### src/rtl/tmr3_params.svh
// Purpose: Offsets, bit positions, reset values and counts of the timer
// Assumes: Word index times four is the byte address on the bus
// Notes:   Definitions only
`ifndef TMR3_PARAMS_SVH
`define TMR3_PARAMS_SVH

// Register indices
`define TMR3_IDX_CTRL   10'h091
`define TMR3_IDX_RLL    10'h092
`define TMR3_IDX_RLH    10'h093
`define TMR3_IDX_CNTL   10'h094
`define TMR3_IDX_CNTH   10'h095
`define TMR3_IDX_CKSEL  10'h096

// Control register bit positions
`define TMR3_B_HOVF     7
`define TMR3_B_LOVF     6
`define TMR3_B_LIEN     5
`define TMR3_B_CAPEN    4
`define TMR3_B_SPLIT    3
`define TMR3_B_RUN      2
`define TMR3_B_XCLK     0
`define TMR3_CTRL_WMASK 8'hfd

// Clock select register bit positions
`define TMR3_B_FAST_LO  0
`define TMR3_B_FAST_HI  1

// Reset values
`define TMR3_CTRL_RST   8'h00
`define TMR3_BYTE_RST   8'h00
`define TMR3_CNT_RST    16'h0000
`define TMR3_CKSEL_RST  2'h0

// System clock prescaler: one tick every 12 cycles
`define TMR3_DIV_LAST   4'hb
`define TMR3_DIV_RST    4'h0
`define TMR3_SYNC_RST   3'h0

`endif

### src/rtl/tmr3_pkg.sv
// Purpose: Types shared by the timer files
// Assumes: Constants live in tmr3_params.svh
// Notes:   Nothing here is imported
package tmr3_pkg;
  typedef logic [7:0] tmr3_byte_t;
  typedef enum logic {
    TMR3_MODE_16    = 1'b0,
    TMR3_MODE_SPLIT = 1'b1
  } tmr3_mode_t;
endpackage

### src/rtl/tmr3_tick_if.sv
// Purpose: Clock-select controls and count enables between timer modules
// Assumes: Single clock domain
// Notes:   Ticks are one-cycle pulses, except that fast select holds low_tick or high_tick high every cycle
`timescale 1ns/1ps
interface tmr3_tick_if;
  logic ext_sel;
  logic capture_en;
  logic fast_lo;
  logic fast_hi;
  logic low_tick;
  logic high_tick;
  logic capture_evt;
  modport gen  (input  ext_sel, capture_en, fast_lo, fast_hi,
                output low_tick, high_tick, capture_evt);
  modport core (output ext_sel, capture_en, fast_lo, fast_hi,
                input  low_tick, high_tick, capture_evt);
endinterface

### src/rtl/tmr3_core.sv
// Purpose: 16-bit / split 8-bit auto-reload timer with capture mode
// Assumes: Classic Wishbone slave, 32-bit data, byte address on wb_adr_i
// Notes:   Registers sit at byte address four times their index
`timescale 1ns/1ps
`include "tmr3_params.svh"

// Notes on behaviour
// - High byte rollover sets high overflow flag
// - 16-bit wrap sets high overflow flag
// - Enabled high flag requests interrupt; software clears
// - Low byte rollover always sets low flag
// - Low enable adds low flag to request
// - Bit 4 switches capture mode
// - Bit 3 selects 16-bit or split
// - Run bit starts and stops counting
// - Split mode: run gates high byte only
// - Control bit 1 reads zero
// - External select: system/12 or external/8
// - External select applies to both bytes
// - Capture snapshots let software measure oscillator
// - 16-bit wrap loads reload value
// - Capture edge copies count, sets flag
// - Split bytes reload from own byte
// - Fast select uses undivided system clock
module tmr3_core (
  input  wire logic        clk_i,
  input  wire logic        rst_i,
  input  wire logic        wb_cyc_i,
  input  wire logic        wb_stb_i,
  input  wire logic        wb_we_i,
  input  wire logic [11:0] wb_adr_i,
  input  wire logic [3:0]  wb_sel_i,
  input  wire logic [31:0] wb_dat_i,
  output logic      [31:0] wb_dat_o,
  output logic             wb_ack_o,
  input  wire logic        ext_osc_div8_i,
  input  wire logic        timer_irq_enable_i,
  output logic             irq_request_o
);
  tmr3_pkg::tmr3_byte_t ctrl_r;
  tmr3_pkg::tmr3_byte_t ctrl_nxt;
  tmr3_pkg::tmr3_byte_t rll_r;
  tmr3_pkg::tmr3_byte_t rll_nxt;
  tmr3_pkg::tmr3_byte_t rlh_r;
  tmr3_pkg::tmr3_byte_t rlh_nxt;
  logic [15:0]          cnt_r;
  logic [15:0]          cnt_nxt;
  logic [1:0]           cksel_r;
  logic [1:0]           cksel_nxt;
  logic                 ack_r;
  logic                 ack_nxt;
  logic [31:0]          dat_r;
  logic [31:0]          dat_nxt;
  logic                 irq_r;
  logic                 irq_nxt;
  logic                 hit;
  logic                 wr;
  logic [9:0]           idx;
  logic                 we_ctrl;
  logic                 we_rll;
  logic                 we_rlh;
  logic                 we_cntl;
  logic                 we_cnth;
  logic                 we_cksel;
  logic                 we_any;
  tmr3_pkg::tmr3_mode_t mode;
  logic                 run;
  logic                 lo_en;
  logic                 hi_en;
  logic                 hset;
  logic                 lset;

  tmr3_tick_if tk ();

  tmr3_tick_gen u_tick (
    .clk_i          (clk_i),
    .rst_i          (rst_i),
    .ext_osc_div8_i (ext_osc_div8_i),
    .tk             (tk)
  );

  assign tk.ext_sel    = ctrl_r[`TMR3_B_XCLK];
  assign tk.capture_en = ctrl_r[`TMR3_B_CAPEN];
  assign tk.fast_lo    = cksel_r[`TMR3_B_FAST_LO];
  assign tk.fast_hi    = cksel_r[`TMR3_B_FAST_HI];

  // Bus decode; a write lands on the edge where ack is seen
  assign hit      = wb_cyc_i & wb_stb_i;
  assign idx      = wb_adr_i[11:2];
  assign wr       = hit & wb_we_i & ack_r & wb_sel_i[0];
  assign we_ctrl  = wr & (idx == `TMR3_IDX_CTRL);
  assign we_rll   = wr & (idx == `TMR3_IDX_RLL);
  assign we_rlh   = wr & (idx == `TMR3_IDX_RLH);
  assign we_cntl  = wr & (idx == `TMR3_IDX_CNTL);
  assign we_cnth  = wr & (idx == `TMR3_IDX_CNTH);
  assign we_cksel = wr & (idx == `TMR3_IDX_CKSEL);
  assign we_any   = we_ctrl | we_rll | we_rlh | we_cntl | we_cnth;

  assign mode  = tmr3_pkg::tmr3_mode_t'(ctrl_r[`TMR3_B_SPLIT]);
  assign run   = ctrl_r[`TMR3_B_RUN];
  // Low byte runs free in split mode
  assign lo_en = tk.low_tick &
                 (run | (mode == tmr3_pkg::TMR3_MODE_SPLIT));
  assign hi_en = tk.high_tick & run;

  // Counter, reload and flag updates
  always_comb
  begin
    ctrl_nxt  = ctrl_r;
    rll_nxt   = rll_r;
    rlh_nxt   = rlh_r;
    cnt_nxt   = cnt_r;
    cksel_nxt = cksel_r;
    hset      = 1'b0;
    lset      = 1'b0;
    unique case (mode)
      tmr3_pkg::TMR3_MODE_16:
      begin
        if (lo_en)
        begin
          lset = (cnt_r[7:0] == 8'hff);
          if (cnt_r == 16'hffff)
          begin
            cnt_nxt = {rlh_r, rll_r};
            hset    = 1'b1;
          end
          else
          begin
            cnt_nxt = cnt_r + 16'h0001;
          end
        end
      end
      tmr3_pkg::TMR3_MODE_SPLIT:
      begin
        if (lo_en)
        begin
          lset = (cnt_r[7:0] == 8'hff);
          cnt_nxt[7:0] = lset ? rll_r : cnt_r[7:0] + 8'h01;
        end
        if (hi_en)
        begin
          hset = (cnt_r[15:8] == 8'hff);
          cnt_nxt[15:8] = hset ? rlh_r
                               : cnt_r[15:8] + 8'h01;
        end
      end
    endcase
    // Snapshot for frequency measurement
    if (tk.capture_evt)
    begin
      {rlh_nxt, rll_nxt} = cnt_r;
      hset = 1'b1;
    end
    if (we_rll)
    begin
      rll_nxt = wb_dat_i[7:0];
    end
    if (we_rlh)
    begin
      rlh_nxt = wb_dat_i[7:0];
    end
    if (we_cntl)
    begin
      cnt_nxt[7:0] = wb_dat_i[7:0];
    end
    if (we_cnth)
    begin
      cnt_nxt[15:8] = wb_dat_i[7:0];
    end
    if (we_cksel)
    begin
      cksel_nxt = wb_dat_i[1:0];
    end
    if (we_ctrl)
    begin
      ctrl_nxt = wb_dat_i[7:0] & `TMR3_CTRL_WMASK;
    end
    // Hardware set wins over a software clear
    ctrl_nxt[`TMR3_B_HOVF] = ctrl_nxt[`TMR3_B_HOVF] | hset;
    ctrl_nxt[`TMR3_B_LOVF] = ctrl_nxt[`TMR3_B_LOVF] | lset;
    irq_nxt = timer_irq_enable_i & (ctrl_r[`TMR3_B_HOVF] |
              (ctrl_r[`TMR3_B_LIEN] & ctrl_r[`TMR3_B_LOVF]));
  end

  // Bus answer: ack one cycle after the request, dropped the next
  always_comb
  begin
    ack_nxt = hit & ~ack_r;
    dat_nxt = 32'h0000_0000;
    if (hit & ~ack_r & ~wb_we_i)
    begin
      unique case (idx)
        `TMR3_IDX_CTRL:  dat_nxt[7:0] = ctrl_r;
        `TMR3_IDX_RLL:   dat_nxt[7:0] = rll_r;
        `TMR3_IDX_RLH:   dat_nxt[7:0] = rlh_r;
        `TMR3_IDX_CNTL:  dat_nxt[7:0] = cnt_r[7:0];
        `TMR3_IDX_CNTH:  dat_nxt[7:0] = cnt_r[15:8];
        `TMR3_IDX_CKSEL: dat_nxt[1:0] = cksel_r;
        default:         dat_nxt = 32'h0000_0000;
      endcase
    end
  end

  always_ff @(posedge clk_i)
  begin
    if (rst_i)
    begin
      ctrl_r  <= `TMR3_CTRL_RST;
      rll_r   <= `TMR3_BYTE_RST;
      rlh_r   <= `TMR3_BYTE_RST;
      cnt_r   <= `TMR3_CNT_RST;
      cksel_r <= `TMR3_CKSEL_RST;
      ack_r   <= 1'b0;
      dat_r   <= 32'h0000_0000;
      irq_r   <= 1'b0;
    end
    else
    begin
      ctrl_r  <= ctrl_nxt;
      rll_r   <= rll_nxt;
      rlh_r   <= rlh_nxt;
      cnt_r   <= cnt_nxt;
      cksel_r <= cksel_nxt;
      ack_r   <= ack_nxt;
      dat_r   <= dat_nxt;
      irq_r   <= irq_nxt;
    end
  end

  assign wb_ack_o      = ack_r;
  assign wb_dat_o      = dat_r;
  assign irq_request_o = irq_r;
endmodule

### src/rtl/tmr3_tick_gen.sv
// Purpose: Count enables from system clock, its /12 tick or external /8
// Assumes: ext_osc_div8_i is asynchronous and slower than clk_i / 2
// Notes:   Three-stage chain; edges found between stages two and three
`timescale 1ns/1ps
`include "tmr3_params.svh"
module tmr3_tick_gen (
  input  wire logic clk_i,
  input  wire logic rst_i,
  input  wire logic ext_osc_div8_i,
  tmr3_tick_if.gen  tk
);
  logic [3:0] div_r;
  logic [3:0] div_nxt;
  logic [2:0] sync_r;
  logic [2:0] sync_nxt;
  logic       sys_tick;
  logic       ext_rise;
  logic       ext_fall;
  logic       base_tick;

  always_comb
  begin
    div_nxt  = (div_r == `TMR3_DIV_LAST) ? `TMR3_DIV_RST
                                         : div_r + 4'h1;
    sync_nxt = {sync_r[1:0], ext_osc_div8_i};
  end

  always_ff @(posedge clk_i)
  begin
    if (rst_i)
    begin
      div_r  <= `TMR3_DIV_RST;
      sync_r <= `TMR3_SYNC_RST;
    end
    else
    begin
      div_r  <= div_nxt;
      sync_r <= sync_nxt;
    end
  end

  assign sys_tick  = (div_r == `TMR3_DIV_LAST);
  assign ext_rise  = sync_r[1] & ~sync_r[2];
  assign ext_fall  = ~sync_r[1] & sync_r[2];
  // External source counts only outside capture mode
  assign base_tick = (tk.ext_sel & ~tk.capture_en) ? ext_rise
                                                   : sys_tick;
  assign tk.low_tick    = tk.fast_lo | base_tick;
  assign tk.high_tick   = tk.fast_hi | base_tick;
  assign tk.capture_evt = tk.capture_en & ext_fall;
endmodule

### config.mk
export PLATFORM = sky130hd
export DESIGN_NAME = tmr3_core
export DESIGN_NICKNAME = d
export VERILOG_FILES = /design/src/rtl/tmr3_pkg.sv /design/src/rtl/tmr3_tick_if.sv /design/src/rtl/tmr3_core.sv /design/src/rtl/tmr3_tick_gen.sv
export VERILOG_INCLUDE_DIRS = /design/src /design/src/rtl
export SDC_FILE = /design/constraint.sdc
export NUM_CORES = 1
export LEC_CHECK = 0
export BUFFER_PORTS_ARGS = -buffer_cell sky130_fd_sc_hd__buf_4
export CAP_MARGIN = 25
export CORE_MARGIN = 10
export CORE_UTILIZATION = 50
export CTS_BUF_LIST = sky130_fd_sc_hd__clkbuf_8
export CTS_CLUSTER_SIZE = 25
export DETAILED_ROUTE_END_ITERATION = 12
export HOLD_SLACK_MARGIN = 0.08
export PLACE_DENSITY = 0.75
export SLEW_MARGIN = 20
export SYNTH_ARGS = -nofsm -noshare
export SYNTH_HDL_FRONTEND = slang
export SYNTH_SLANG_ARGS = --single-unit
### constraint.sdc
create_clock -name clk_i -period 3.9 [get_ports clk_i]
set_input_delay 0.78 -clock clk_i [delete_from_list [all_inputs] [get_ports clk_i]]
set_output_delay 0.78 -clock clk_i [all_outputs]
set_load 0.1 [all_outputs]
# [After elaboration in Yosys (flattened, before gate mapping)]
# Index checks and enable logic that the tools add are counted.
[op_classes] n_mux=23 bitwise_logic=33 reduce_logical=6 n_addsub=4 eq_ne=14
[ops] operator="2-to-1 mux 8 bit" count=11
[ops] operator="equality test 10 x 8 -> 1 bit, second input constant" count=6
[ops] operator="2-to-1 mux 16 bit" count=2
[ops] operator="one-hot mux 16 bit (2 select lines)" count=1
[ops] operator="one-hot mux 6 bit (5 select lines)" count=1
[ops] operator="AND 1 bit" count=20
[ops] operator="adder 16 x 1 -> 16 bit, second input constant" count=1
[ops] operator="adder 8 x 1 -> 8 bit, second input constant" count=2
[ops] operator="equality test 16 bit, second input constant" count=1
[ops] operator="equality test 8 bit, second input constant" count=2
[ops] operator="one-hot mux 2 bit (6 select lines)" count=1
[ops] operator="inverter 1 bit" count=7
[ops] operator="2-to-1 mux 1 bit" count=6
[ops] operator="!= test 3 x 1 -> 1 bit, second input constant" count=2
[ops] operator="!= test 3 bit, second input constant" count=2
[ops] operator="OR 1 bit" count=6
[ops] operator="adder 4 x 1 -> 4 bit, second input constant" count=1
[ops] operator="equality test 4 bit, second input constant" count=1
[ops] operator="AND reduction 2 bit" count=2
[ops] operator="nonzero test 2 bit" count=2
[ops] operator="OR reduction 2 bit" count=2
[ops] operator="one-hot mux 1 bit (2 select lines)" count=1
[totals] wordCells=93 in_bits=55 out_inout_bits=34 regBits=82

# [Logic depth before layout (Yosys ltp)]
# Gate-level depths: netlist (run 1).
[logic_depth] depth_word=9 depth_mapped=9 mapped_depth_nobuf=7

# [Hierarchy]
# A second synthesis (run 1) with hierarchy kept.
[hier_totals] hier_cells=439 area_unflattened_um2=3753.6
[modules_own_cells] mod="tmr3_core" cells_per_inst=410 seq_area_each_um2=1021.0 instances=1 area_each_um2=3453.3
[modules_own_cells] mod="tmr3_tick_gen" cells_per_inst=29 seq_area_each_um2=140.1 instances=1 area_each_um2=300.3

# [Worst setup path after synthesis (run 1)]
# Ideal clock, no wire load.
[synth_path] kind="register to register" start="reg ack_r (netlist: wb_ack_o)" end="reg cnt_r[11]" period_less_slack_ns=2.515 stages_incl_launch_ff=7 arrival_ns=2.435 setup_time_ns=0.080 path_buffers=1 required_time_ns=3.820 setup_slack_ns=1.385 path_cell_list="dfxtp_1 and3_1 nand3_1 or3_1 clkbuf_1 a41o_1 a211oi_2"
[synth_between] elab_chain_len=5 word_cells_on_any_way=7 classes_between="eq/ne (2); mux (1); bitwise (3); reduce/logical (1)"
[synth_lines] item="from (decl)" line_no="tmr3_core.sv:50" source="logic ack_r;"
[synth_lines] item="from (signal assigned)" line_no="tmr3_core.sv:224" source="ack_r <= ack_nxt;"
[synth_lines] item="AND 1 bit (*) (2 in a row)" line_no="tmr3_core.sv:90" source="assign wr = hit & wb_we_i & ack_r & wb_sel_i[0];"
[synth_lines] item="AND 1 bit (*)" line_no="tmr3_core.sv:95" source="assign we_cnth = wr & (idx == `TMR3_IDX_CNTH);"
[synth_lines] item="!= test 3 bit (no source line) / != test 3 x 1 -> 1 bit (equally long branches)"
[synth_lines] item="AND reduction 2 bit (no source line)"
[synth_lines] item="to (signal assigned)" line_no="tmr3_core.sv:211" source="cnt_r <= `TMR3_CNT_RST;"
[synth_lines] item="to (signal assigned)" line_no="tmr3_core.sv:222" source="cnt_r <= cnt_nxt;"
[synth_lines] item="to (decl)" line_no="tmr3_core.sv:46" source="logic [15:0] cnt_r;"
# Mark *: on every way between the ends. The rest lies on a longest branch, timed or not.
# A chain may end at the register's enable or synchronous reset.

# [Final worst setup path (run 1)]
[layout_path] start="in wb_adr_i[8]" end="reg rlh_r[4]"
[layout_between] elab_chain_len=3 word_cells_on_any_way=4 classes_between="eq/ne (1); mux (1); bitwise (1); reduce/logical (1)"
[layout_lines] item="from (decl)" line_no="tmr3_core.sv:31" source="input wire logic [11:0] wb_adr_i,"
[layout_lines] item="equality test 10 x 8 -> 1 bit (*)"
[layout_lines] item="AND 1 bit (*)" line_no="tmr3_core.sv:93" source="assign we_rlh = wr & (idx == `TMR3_IDX_RLH);"
[layout_lines] item="2-to-1 mux 8 bit / nonzero test 2 bit (equally long branches)"
[layout_lines] item="to (signal assigned)" line_no="tmr3_core.sv:210" source="rlh_r <= `TMR3_BYTE_RST;"
[layout_lines] item="to (signal assigned)" line_no="tmr3_core.sv:221" source="rlh_r <= rlh_nxt;"
[layout_lines] item="to (decl)" line_no="tmr3_core.sv:44" source="tmr3_pkg::tmr3_byte_t rlh_r;"
# Marks and branches as above.

==> results of run 1 <==
worst max-delay path: stages:
cell and delay, ns:
buf_4 0.11, nor4b_2 0.44, nand4_1 0.31, nor2_2 0.45
nand2_1 0.47, a211oi_1 0.34
metrics by stage:
stage                     cell area, µm²  hold WS, ns  std cells  setup WS (ns)
final                               3846       0.4464        542          1.240
after global routing                3846       0.4739        542          1.103
after detailed placement            3679       0.4308        527         0.9511
after floorplan                     3565       0.4138        442          1.385
after CTS                           3846       0.4547        542          1.314
after global placement              3679       0.4260        527          1.013
per-layer routing:
metal	global-route usage, %	vias up	share of wire, %
met5	0	-	0
met4	6.952	0	2.9
met3	6.645	25	10
met2	28.75	165	44
met1	22.95	1573	43
li1	-	1558	-
logic make-up (layout without fill, tap and decap cells):
group,count (synthesis),after routing
and+or+nand+nor,152,152
AOI/OAI and AO/OA,119,119
DFF,58,58
buffers and inverters,53,57
muxes,28,28
xor gates and xnor gates,5,5
adders and majority gates,3,3
other,1,24
sequential cells by signal (all words and copies together) (netlist names):
register       count
u_tick.div_r       4
rll_r              8
rlh_r              8
irq_request_o      1
wb_dat_o           8
cnt_r             16
cksel_r            2
u_tick.sync_r      3
wb_ack_o           1
ctrl_r             7
cell usage in the layout, fill, tap and decap left out, types with 3 or more instances in the layout:
cell        synthesis  final
mux2_2              3      3
xnor2_1             4      4
clkbuf_8            0      9
nor2b_1             5      5
o211ai_1            5      5
nand2b_1            4      4
nand2_1            32     32
nor2_1             47     47
ha_1                3      3
a31oi_1             4      4
nor3_1              8      8
a211oi_1           22     22
o21ai_0            11     11
a22oi_1             8      8
o2bb2ai_1           4      4
clkinvlp_4          0      4
or3_1               4      4
and3_1              4      4
a222oi_1            6      6
a21oi_1            30     30
nand3b_1            3      3
nand4_1             3      3
mux2i_1            25     25
buf_4              24     37
nand3_1            17     17
dfxtp_1            58     58
o21ai_1             3      3
nor3b_1             3      3
a21o_1              3      3
conb_1              1     24
o21a_1              3      3
inv_1               5      5
worst paths after layout:
kind,from,end,slack (ns)
setup / recovery,wb_adr_i[8],rlh_r[4]$_SDFFE_PP0P_,1.24
hold / removal,u_tick.sync_r[0]$_SDFF_PP0_,u_tick.sync_r[1]$_SDFF_PP0_,0.45
setup reg to reg,cnt_r[9]$_SDFFE_PP0P_,cnt_r[6]$_SDFFE_PP0P_,1.33
hold reg to reg,u_tick.sync_r[0]$_SDFF_PP0_,u_tick.sync_r[1]$_SDFF_PP0_,0.45
power by group:
| group | leakage (nW) | switching, W | internal (W) |
|---|---|---|---|
| combinational | 0.913 | 0.000136 | 0.0000255 |
| sequential | 0.468 | 0.00000265 | 0.000596 |
| clock | 0.0737 | 0.000257 | 0.000227 |
| total | 1.45 | 0.000396 | 0.000849 |
cell type report:
type                       count  area [µm²]
fill                         645        2948
multi-input combinational    331        2101
tap                           96       120.1
timing repair buffer          37       277.8
sequential                    58        1161
inverter                       5       18.77
clock buffer                   9       123.9
clock inverter                 6       43.79
==> summary.md, run 1 <==
| Metric | Value |
|---|---|
| Status | `complete, no violations` |
| Max VDD drop | `0.2864 mV` |
| Slew Limit Fails | `0` |
| Post-Route WL | `9871 µm` |
| Largest family of logic cells by synthesized area | `compound AO/OA/AOI/OAI gates` |
| Startpoint Class | `input port` |
| Simple-Gate Fraction of Synth Area | `23.09%` |
| Crit path time final | `2.660 ns` |
| Pwr Density | `323.6 mW/mm²` |
| Gr usage total | `18.51%` |
| Full die area | `0.01069 mm²` |
| H-Tree Depth | `3` |
| Clk slew on worst S/H paths | `0.07 ns` |
| Rel. slew slack | `55.23%` |
| Leakage | `1.455 nW` |
| MaxCap Viol Count | `0` |
| Synth Area in XOR/XNOR | `1.259%` |
| Max Clk Rate | `375.9 MHz` |
| Most frequent cell after synthesis | `dfxtp_1` |
| Mapped Area | `0.003478 mm²` |
| Die Height | `103.4 µm` |
| Commonest cells post-synth | `dfxtp_1 (58), nor2_1 (47), nand2_1 (32)` |
| DR vias | `3321` |
| Clk_lat worst skew | `0.34 ns` |
| Post_cts resized | `0` |
| Vias/cell | `6.127` |
| Worst Skew | `0.006422 ns` |
| TritonCTS buffer count | `9` |
| Ys flop type | `dfxtp_1` |
| DP Wirelength | `6999 µm` |
| Final setup vio count | `0` |
| Synth Area in Compound Gates | `24.21%` |
| Tcrit/Tclk final | `68.21%` |
| Synth Area per Inst | `8.302 µm²` |
| Element type at the critical path end | `flop` |
| Synth Area in Adders | `1.079%` |
| Worst setup path category | `in -> reg` |
| First-pass GRT wire length | `15500 µm` |
| Top cells by area, synth | `dfxtp_1 (33%), mux2i_1 (7.2%), buf_4 (5.2%), nor2_1 (5.1%), a211oi_1 (4.7%)` |
| Reg2Reg Depth | `6` |
| Cell taking the most area after synthesis | `dfxtp_1` |
| Grt total ovfl | `0` |
| CTS Buffer Depth | `2` |
| # IOs | `89` |
| DRT Pass-1 Iters | `8` |
| Post-synthesis mux area share | `8.165%` |
| Final setup TNS | `0 ns` |
| Die width | `103.4 µm` |
| CTS tree | `done` |
| Largest net degree at the start of global routing | `52` |
| Seq/Total Area, Yosys | `33.38%` |
| Remaining DRCs | `0` |
| Synthesis-stage register bit count | `58` |
| Post-Synthesis Cells | `419` |
| Initial antenna violation count | `0` |
| Post-CTS setup buffers | `0` |
| Hold buffers post-CTS | `0` |
| Layout overhead on the synthesized area | `10.58%` |
| Initial Util | `51.20%` |
| PortBufs | `35` |
| EDFF count, synth | `0` |
| Synth Warn # | `0` |
| Fin. Hold Viols | `0` |
| Pwr Total | `0.001245 W` |
| Placeable Area | `0.006794 mm²` |
| CTS sink count | `58` |
| Post-synthesis cell type count | `70` |
| Cell Rows | `30` |
| Finished Core Util | `56.61%` |
| Hold crit path type | `reg -> reg` |
| Number of DRC markers in iteration 0 | `363` |
| DRT antenna net count | `0` |
| Top cell type's share of synthesized area | `33.38%` |
| Vias in the first global route | `3113` |
| Setup repair after global routing missed its margin | `false` |
| WP data arrival | `2.92 ns` |
| FFs w/ async S/R, synth | `0%` |
| WP data required | `4.16 ns` |
| Layout cells sized above 1 | `15.47%` |
| Gp weighted congestion | `0.9019` |
| Routed wire per std cell | `18.21 µm` |
| Worst slew pin tran | `0.6679 ns` |
| Antenna cells | `0` |
| CTS root buffer | `clkbuf_8` |
| Worst Hold Depth | `1` |
| Layout Nets | `500` |
| Largest fanout on the critical path | `16` |
Power figures use the tool's default switching activity.
==> inputs of run 2 (changes only) <==
--- a/config.mk
+++ b/config.mk
@@ -6,6 +6,7 @@
 export SDC_FILE = /design/constraint.sdc
 export NUM_CORES = 1
 export LEC_CHECK = 0
+export ABC_AREA = 1
 export BUFFER_PORTS_ARGS = -buffer_cell sky130_fd_sc_hd__buf_4
 export CAP_MARGIN = 25
 export CORE_MARGIN = 10
@@ -14,7 +15,7 @@
 export CTS_CLUSTER_SIZE = 25
 export DETAILED_ROUTE_END_ITERATION = 12
 export HOLD_SLACK_MARGIN = 0.08
-export PLACE_DENSITY = 0.75
+export PLACE_DENSITY = 0.74
 export SLEW_MARGIN = 20
 export SYNTH_ARGS = -nofsm -noshare
 export SYNTH_HDL_FRONTEND = slang
==> constraint.sdc (replaced) <==
create_clock -name clk_i -period 2.5 [get_ports clk_i]
set_input_delay 0.5 -clock clk_i [delete_from_list [all_inputs] [get_ports clk_i]]
set_output_delay 0.5 -clock clk_i [all_outputs]
set_load 0.1 [all_outputs]
==> summary.md, run 2 <==
| Metric | Value |
|---|---|
| CP Depth | `11 (was 6)` |
| Initial Util | `51.39% (was 51.20%)` |
| WP data required | `2.79 ns (was 4.16 ns)` |
| Die Height | `106.1 µm (was 103.4 µm)` |
| Worst Hold Depth | `3 (was 1)` |
| Hold Crit Start | `ext_osc_div8_i (was u_tick.sync_r[0]$_SDFF_PP0_)` |
| Most frequent cells in the layout | `nand2_1 (106), inv_1 (66), nor2_1 (66) (was dfxtp_1 (58), nor2_1 (47), buf_4 (37))` |
| Remaining DRCs | `0 (unchanged)` |
| Status | `complete, no violations (unchanged)` |
| Post-Synthesis Cells | `563 (was 419)` |
| Layout cells sized above 1 | `14.88% (was 15.47%)` |
| Part of the power in the clock network | `45.8% (was 38.9%)` |
| EDFF count, synth | `0 (unchanged)` |
| P_int | `0.001559 W (was 0.0008488 W)` |
| NetSw | `0.0006395 W (was 0.0003958 W)` |
| Top cell by count, worst path | `nand2_1` |
| Commonest non-fill, non-tap cell in the layout | `nand2_1 (was dfxtp_1)` |
| Full die area | `0.01126 mm² (was 0.01069 mm²)` |
| Final setup vio count | `0 (unchanged)` |
| Final worst slack | `0.4104 ns (was 1.240 ns)` |
| Vias/cell | `5.460 (was 6.127)` |
| WP data arrival | `2.38 ns (was 2.92 ns)` |
| Antenna cells | `0 (unchanged)` |
| Layout Nets | `658 (was 500)` |
| Synth Warn # | `0 (unchanged)` |
| Post-synthesis cell type count | `41 (was 70)` |
| DRT Pass-1 Iters | `5 (was 8)` |
| First-pass GRT wire length | `18330 µm (was 15500 µm)` |
| Vias in the first global route | `3706 (was 3113)` |
| Pwr Density | `524.2 mW/mm² (was 323.6 mW/mm²)` |
| Logic pwr share | `11.6% (was 13.0%)` |
| Reg2reg end | `cnt_r[15]$_SDFFE_PP0P_ (was cnt_r[6]$_SDFFE_PP0P_)` |
| Cell Chain, Critical Path | `ha_1 -> nand2_1 -> nor2_2 -> nand2_1 -> nor2_2 -> nand2_1 -> clkinv_1 -> nand2_1 -> nand3_1 -> nand2_1 -> a21oi_1 (was buf_4 -> nor4b_2 -> nand4_1 -> nor2_2 -> nand2_1 -> a211oi_1)` |
| Routed wire per std cell | `15.91 µm (was 18.21 µm)` |
| Setup repair after global routing missed its margin | `false (unchanged)` |
| Critical-path top delay cell | `dfxtp_1 (was nand2_1)` |
| CP max stage delay | `0.46 ns (was 0.47 ns)` |
| Rel. slew slack | `66.55% (was 55.23%)` |
| Initial antenna violation count | `0 (unchanged)` |
| TritonCTS buffer count | `9 (unchanged)` |
| Seq/Total Area, Yosys | `31.32% (was 33.38%)` |
| Seq pwr share | `42.5% (was 48.1%)` |
| Worst slew pin tran | `0.4975 ns (was 0.6679 ns)` |
| Fin. Hold Viols | `0 (unchanged)` |
| Final setup TNS | `0 ns (unchanged)` |
| Top cell type's share of synthesized area | `31.32% (was 33.38%)` |
| Sequential cell area | `0.001161 mm² (unchanged)` |
| DR vias | `3844 (was 3321)` |
| # IOs | `89 (unchanged)` |
| Synth Area in Compound Gates | `19.95% (was 24.21%)` |
| Cell taking the most area after synthesis | `dfxtp_1 (unchanged)` |
| CTS root buffer | `clkbuf_8 (unchanged)` |
| Tcrit/Tclk final | `83.58%` |
| H-Tree Depth | `3 (unchanged)` |
| CTS Buffer Depth | `2 (unchanged)` |
| FFs w/ async S/R, synth | `0% (unchanged)` |
| Filler instances | `711 (was 645)` |
| Grt total ovfl | `0 (unchanged)` |
| Largest fanout on the critical path | `7 (was 16)` |
| Post-Route WL | `11200 µm (was 9871 µm)` |
| Simple-Gate Fraction of Synth Area | `29.97% (was 23.09%)` |
| Dpl ws | `0.4177 ns (was 0.9511 ns)` |
| Synth Area in XOR/XNOR | `2.126% (was 1.259%)` |
| Final non-filler cell total | `704 (was 542)` |
| Worst setup path category | `reg -> reg (was in -> reg)` |
| Leakage | `1.801 nW (was 1.455 nW)` |
| Hold buffers post-CTS | `0 (unchanged)` |
| Element type at the critical path end | `flop (unchanged)` |
| Post-CTS setup buffers | `0 (unchanged)` |
| Critical R2R Launch | `cnt_r[8]$_SDFFE_PP0P_ (was cnt_r[9]$_SDFFE_PP0P_)` |
| Worst Skew | `0.007543 ns (was 0.006422 ns)` |
| Layout overhead on the synthesized area | `13.13% (was 10.58%)` |
| Multi-input gate area | `0.002057 mm² (was 0.002101 mm²)` |
| Slew Limit Fails | `0 (unchanged)` |
| Largest net degree at the start of global routing | `37 (was 52)` |
| Sw frac | `29.09% (was 31.80%)` |
| Cell Rows | `31 (was 30)` |
| Post-synthesis mux area share | `0% (was 8.165%)` |
| Clk_lat worst skew | `0.35 ns (was 0.34 ns)` |
| CTS sink count | `58 (unchanged)` |
| CTS tree | `done (unchanged)` |
| Max reg flops | `16 (unchanged)` |
| Hold crit path type | `in -> reg (was reg -> reg)` |
| Placeable Area | `0.007214 mm² (was 0.006794 mm²)` |
| Crit path time final | `2.090 ns` |
| Cells after DPL | `688 (was 527)` |
| Commonest cells post-synth | `nand2_1 (106), inv_1 (66), nor2_1 (66) (was dfxtp_1 (58), nor2_1 (47), nand2_1 (32))` |
| Reg with most FFs | `cnt_r (unchanged)` |
| DRT antenna net count | `0 (unchanged)` |
| Clk slew on worst S/H paths | `0.07 ns (about the same)` |
| Ys flop type | `dfxtp_1 (unchanged)` |
| Mapped Area | `0.003707 mm² (was 0.003478 mm²)` |
| Reg2Reg Depth | `11 (was 6)` |
| Startpoint Class | `flop (was input port)` |
| Synth Area in Adders | `1.012% (was 1.079%)` |
| Top cells by area, synth | `dfxtp_1 (31%), nand2_1 (11%), inv_1 (6.7%), nor2_1 (6.7%), buf_4 (5.7%) (was dfxtp_1 (33%), mux2i_1 (7.2%), buf_4 (5.2%), nor2_1 (5.1%), a211oi_1 (4.7%))` |
| Hold Crit Endpoint | `u_tick.sync_r[0]$_SDFF_PP0_ (was u_tick.sync_r[1]$_SDFF_PP0_)` |
| Largest family of logic cells by synthesized area | `simple AND/OR/NAND/NOR gates (was compound AO/OA/AOI/OAI gates)` |
| Setup slack, reg-to-reg | `0.41 ns (was 1.33 ns)` |
| Max VDD drop | `0.3421 mV (was 0.2864 mV)` |
| CP Buf/Inv Count | `1 (unchanged)` |
| Number of DRC markers in iteration 0 | `317 (was 363)` |
| Synth Area per Inst | `6.585 µm² (was 8.302 µm²)` |
| Gr usage total | `20.19% (was 18.51%)` |
| MaxCap Viol Count | `0 (unchanged)` |
| Most frequent cell after synthesis | `nand2_1 (was dfxtp_1)` |
| Max Clk Rate | `478.6 MHz` |
| Synthesis-stage register bit count | `58 (unchanged)` |
| PortBufs | `35 (unchanged)` |
| Crit-path leading delay family | `simple AND/OR/NAND/NOR gates (unchanged)` |
| Gp weighted congestion | `0.9580 (was 0.9019)` |
| DP Wirelength | `8434 µm (was 6999 µm)` |
| Die width | `106.1 µm (was 103.4 µm)` |
| Post_cts resized | `0 (unchanged)` |
==> run 2: changes by cell type after synthesis, moves of 8 or more <==
cell	change
nand2_1	+74
a22oi_1	-8
mux2i_1	-25
nor2_1	+19
a21oi_1	+10
a211oi_1	-20
nand3_1	+17
inv_1	+61
o21ai_0	+30
o21ai_1	+18
o22ai_1	+12
clkbuf_1	-10
inv_2	+8
==> run 2: worst max path at each step <==
stage | from | end
after global placement | wb_adr_i[3] | ctrl_r[7]$_SDFF_PP0_
after detailed placement | wb_adr_i[11] | ctrl_r[7]$_SDFF_PP0_
after global routing | cnt_r[8]$_SDFFE_PP0P_ | cnt_r[15]$_SDFFE_PP0P_
after floorplan | wb_ack_o$_SDFF_PP0_ | cnt_r[5]$_SDFFE_PP0P_
after CTS | cnt_r[8]$_SDFFE_PP0P_ | cnt_r[15]$_SDFFE_PP0P_
final | cnt_r[8]$_SDFFE_PP0P_ | cnt_r[15]$_SDFFE_PP0P_
==> run 2: power groups by stage <==
| stage | combinational [W] | clock [W] | sequential [W] |
|---|---|---|---|
| after CTS | 0.000253 | 0.00102 | 0.000935 |
| after global routing | 0.000267 | 0.00106 | 0.000935 |
| after floorplan | 0.000225 | 0 | 0.000960 |
| after global placement | 0.000251 | 0 | 0.000956 |
| after detailed placement | 0.000253 | 0 | 0.000956 |
| final | 0.000256 | 0.00101 | 0.000935 |
==> run 2: worst min-delay path: cells and delay by family <==
kind / cells / cell delay, ns
buffers and inverters: 2 / 0.10
AND/OR/NAND/NOR: 1 / 0.06
==> run 2: routing by layer <==
metal	wire length [µm]	track usage, %	up-vias
met1	4612	24.14	1776
met5	0	0	-
met4	325	8.897	0
met3	1034	6.280	26
met2	5225	32.64	179
li1	-	-	1863
==> run 2: area by class of cell <==
class	instances	area share [%]
clock buffer	10	3.282
clock inverter	6	2.118
inverter	78	7.041
multi-input combinational	409	49.05
sequential	58	27.68
tap	99	2.953
timing repair buffer	44	7.876
==> run 2: cell families (layout without fill, tap and decap cells) <==
logic type / count (synthesis) / after routing
and+or+nand+nor: 239 / 239
AOI/OAI and AO/OA: 134 / 134
buffers and inverters: 119 / 138
xor gates and xnor gates: 9 / 9
adders and majority gates: 3 / 3
other: 1 / 24
DFF: 58 / 58
==> run 2: through the flow <==
step                      util (%)  hold slack [ns]  power, W  cell area (µm²)
after floorplan                  -           0.3883  0.001185             3794
after global placement       54.99           0.3936  0.001207             3968
after detailed placement     54.99           0.3998  0.001209             3968
after CTS                    58.13           0.3393  0.002206             4194
after global routing         58.13           0.3660  0.002259             4194
final                        58.13           0.3455  0.002199             4194
==> inputs of run 3 (changes only) <==
==> constraint.sdc (replaced) <==
create_clock -name clk_i -period 2.1 [get_ports clk_i]
set_input_delay 0.42 -clock clk_i [delete_from_list [all_inputs] [get_ports clk_i]]
set_output_delay 0.42 -clock clk_i [all_outputs]
set_load 0.1 [all_outputs]
==> summary.md, run 3 (synthesis gave the netlist of run 2 again) <==
| Metric | Value |
|---|---|
| P_int | `0.001566 W (was 0.001559 W)` |
| Critical R2R Launch | `u_tick.div_r[0]$_SDFF_PP0_ (was cnt_r[8]$_SDFFE_PP0P_)` |
| Final setup TNS | `0 ns (unchanged)` |
| Filler instances | `711 (unchanged)` |
| Crit path time final | `1.912 ns (was 2.090 ns)` |
| Routed wire per std cell | `15.54 µm (was 15.91 µm)` |
| Met3 WL post-DR | `978 µm (was 1034 µm)` |
| CTS Buffer Depth | `2 (unchanged)` |
| Post-CTS setup buffers | `0 (unchanged)` |
| Setup crit start | `u_tick.div_r[0]$_SDFF_PP0_ (was cnt_r[8]$_SDFFE_PP0P_)` |
| DRT met1 WL | `4677 µm (was 4612 µm)` |
| Logic pwr share | `13.3% (was 11.6%)` |
| Worst setup path category | `reg -> reg (unchanged)` |
| Rel. slew slack | `66.93% (was 66.55%)` |
| Max Used Layer | `met4 (unchanged)` |
| Full die area | `0.01126 mm² (unchanged)` |
| Clk slew on worst S/H paths | `0.07 ns (about the same)` |
| Vias/cell | `5.398 (was 5.460)` |
| Initial antenna violation count | `0 (unchanged)` |
| Max VDD drop | `0.3802 mV (was 0.3421 mV)` |
| Hold Crit Start | `ext_osc_div8_i (unchanged)` |
| Die width | `106.1 µm (unchanged)` |
| H-Tree Depth | `3 (unchanged)` |
| Status | `complete, no violations (unchanged)` |
| WP data arrival | `2.16 ns (was 2.38 ns)` |
| Setup repair after global routing missed its margin | `false (unchanged)` |
| Hold crit path type | `in -> reg (unchanged)` |
| Cell Rows | `31 (unchanged)` |
| Sw frac | `31.66% (was 29.09%)` |
| PortBufs | `35 (unchanged)` |
| Worst slew pin tran | `0.4919 ns (was 0.4975 ns)` |
| Final worst slack | `0.1881 ns (was 0.4104 ns)` |
| Placeable Area | `0.007214 mm² (unchanged)` |
| CTS root buffer | `clkbuf_8 (unchanged)` |
| Tcrit/Tclk final | `91.04% (was 83.58%)` |
| Reg with most FFs | `cnt_r (unchanged)` |
| Gp weighted congestion | `0.9659 (was 0.9580)` |
| Element type at the critical path end | `flop (unchanged)` |
| Worst Skew | `0.005824 ns (was 0.007543 ns)` |
| Vias in the first global route | `3519 (was 3706)` |
| Final non-filler cell total | `709 (was 704)` |
| Startpoint Class | `flop (unchanged)` |
| First-pass GRT wire length | `17590 µm (was 18330 µm)` |
| DRT antenna net count | `0 (unchanged)` |
| Cells after DPL | `694 (was 688)` |
| Hold buffers post-CTS | `0 (unchanged)` |
| MaxCap Viol Count | `0 (unchanged)` |
| # IOs | `89 (unchanged)` |
| WP data required | `2.34 ns (was 2.79 ns)` |
| Layout overhead on the synthesized area | `12.55% (was 13.13%)` |
| Setup slack, reg-to-reg | `0.19 ns (was 0.41 ns)` |
| Multi-input gate area | `0.002057 mm² (unchanged)` |
| Post-Route WL | `11020 µm (was 11200 µm)` |
| Finished Core Util | `57.84% (was 58.13%)` |
| CTS tree | `done (unchanged)` |
| Antenna cells | `0 (unchanged)` |
| Number of DRC markers in iteration 0 | `366 (was 317)` |
| Grt total ovfl | `0 (unchanged)` |
| DRT Pass-1 Iters | `6 (was 5)` |
| Most frequent cells in the layout | `nand2_1 (106), inv_1 (66), nor2_1 (66) (unchanged)` |
| Layout Nets | `664 (was 658)` |
| Sequential cell area | `0.001162 mm² (was 0.001161 mm²)` |
| Largest fanout on the critical path | `8 (was 7)` |
| Part of the power in the clock network | `38.1% (was 45.8%)` |
| Leakage | `1.802 nW (was 1.801 nW)` |
| Layout cells sized above 1 | `15.74% (was 14.88%)` |
| CTS sink count | `58 (unchanged)` |
| Clk_lat worst skew | `0.35 ns (about the same)` |
| Initial Util | `51.39% (unchanged)` |
| Max Clk Rate | `523.0 MHz (was 478.6 MHz)` |
| Fin. Hold Viols | `0 (unchanged)` |
| Max reg flops | `16 (unchanged)` |
| Gr usage total | `19.28% (was 20.19%)` |
| Die Height | `106.1 µm (unchanged)` |
| Post_cts resized | `0 (unchanged)` |
| Seq pwr share | `48.6% (was 42.5%)` |
| DR WL met2 | `5022 µm (was 5225 µm)` |
| Pwr Density | `549.2 mW/mm² (was 524.2 mW/mm²)` |
| DR vias | `3827 (was 3844)` |
| Remaining DRCs | `0 (unchanged)` |
| NetSw | `0.0007255 W (was 0.0006395 W)` |
| Dpl ws | `0.2372 ns (was 0.4177 ns)` |
| Largest net degree at the start of global routing | `34 (was 37)` |
| TritonCTS buffer count | `9 (unchanged)` |
| Commonest non-fill, non-tap cell in the layout | `nand2_1 (unchanged)` |
| Slew Limit Fails | `0 (unchanged)` |
| Final setup vio count | `0 (unchanged)` |
| DP Wirelength | `8385 µm (was 8434 µm)` |
==> run 3: cell types whose count changed in the layout (fill, tap and decap cells not counted), sizes merged <==
cell,before,now
buf,44,50
bufinv,2,0
clkbuf,10,9
clkinv,4,7
inv,76,75
==> run 3: metrics by stage <==
step	hold WS [ns]	power [W]	cell area [µm²]
floorplan	0.3883	0.001410	3795
detailed placement	0.4032	0.001440	4014
CTS	0.2755	0.002297	4173
global placement	0.3922	0.001437	4014
finish	0.2762	0.002292	4173
global route	0.3085	0.002373	4173
==> run 3: cell type report <==
cell class	count	share of cell area [%]
Clock buffer	9	2.969
Inverter	78	7.076
Multi-Input combinational cell	409	49.30
Clock inverter	6	0.8396
Timing Repair Buffer	50	8.996
Sequential cell	58	27.86
Tap cell	99	2.969
==> run 3: power by group through the flow <==
stage / combinational [W] / sequential [W] / clock [W]
floorplan: 0.000268 / 0.00114 / 0
global placement: 0.000299 / 0.00114 / 0
detailed placement: 0.000302 / 0.00114 / 0
CTS: 0.000302 / 0.00111 / 0.000881
global route: 0.000318 / 0.00111 / 0.000941
finish: 0.000305 / 0.00111 / 0.000873
==> run 3: path summary, 6_finish.rpt <==
check                                     end  depth (start not counted)
hold reg to reg   u_tick.sync_r[1]$_SDFF_PP0_                          2
setup / recovery        cnt_r[8]$_SDFFE_PP0P_                         10
hold / removal    u_tick.sync_r[0]$_SDFF_PP0_                          3
setup reg to reg        cnt_r[8]$_SDFFE_PP0P_                         10
==> run 3: per-layer routing <==
| metal | vias to the layer above | global-route usage [%] |
|---|---|---|
| met3 | 32 | 5.254 |
| met2 | 194 | 31.32 |
| met5 | - | 0 |
| met1 | 1715 | 23.57 |
| li1 | 1886 | - |
| met4 | 0 | 7.930 |
==> run 3: worst max-delay path, cell delays in order, from the launching register on <==
cell	delay (ns)
dfxtp_1	0.34
ha_1	0.23
inv_1	0.08
nor2_1	0.04
nand3_1	0.09
nand3_1	0.14
nand3_1	0.12
nand3_1	0.28
buf_4	0.27
o21ai_0	0.14
nor2_1	0.06
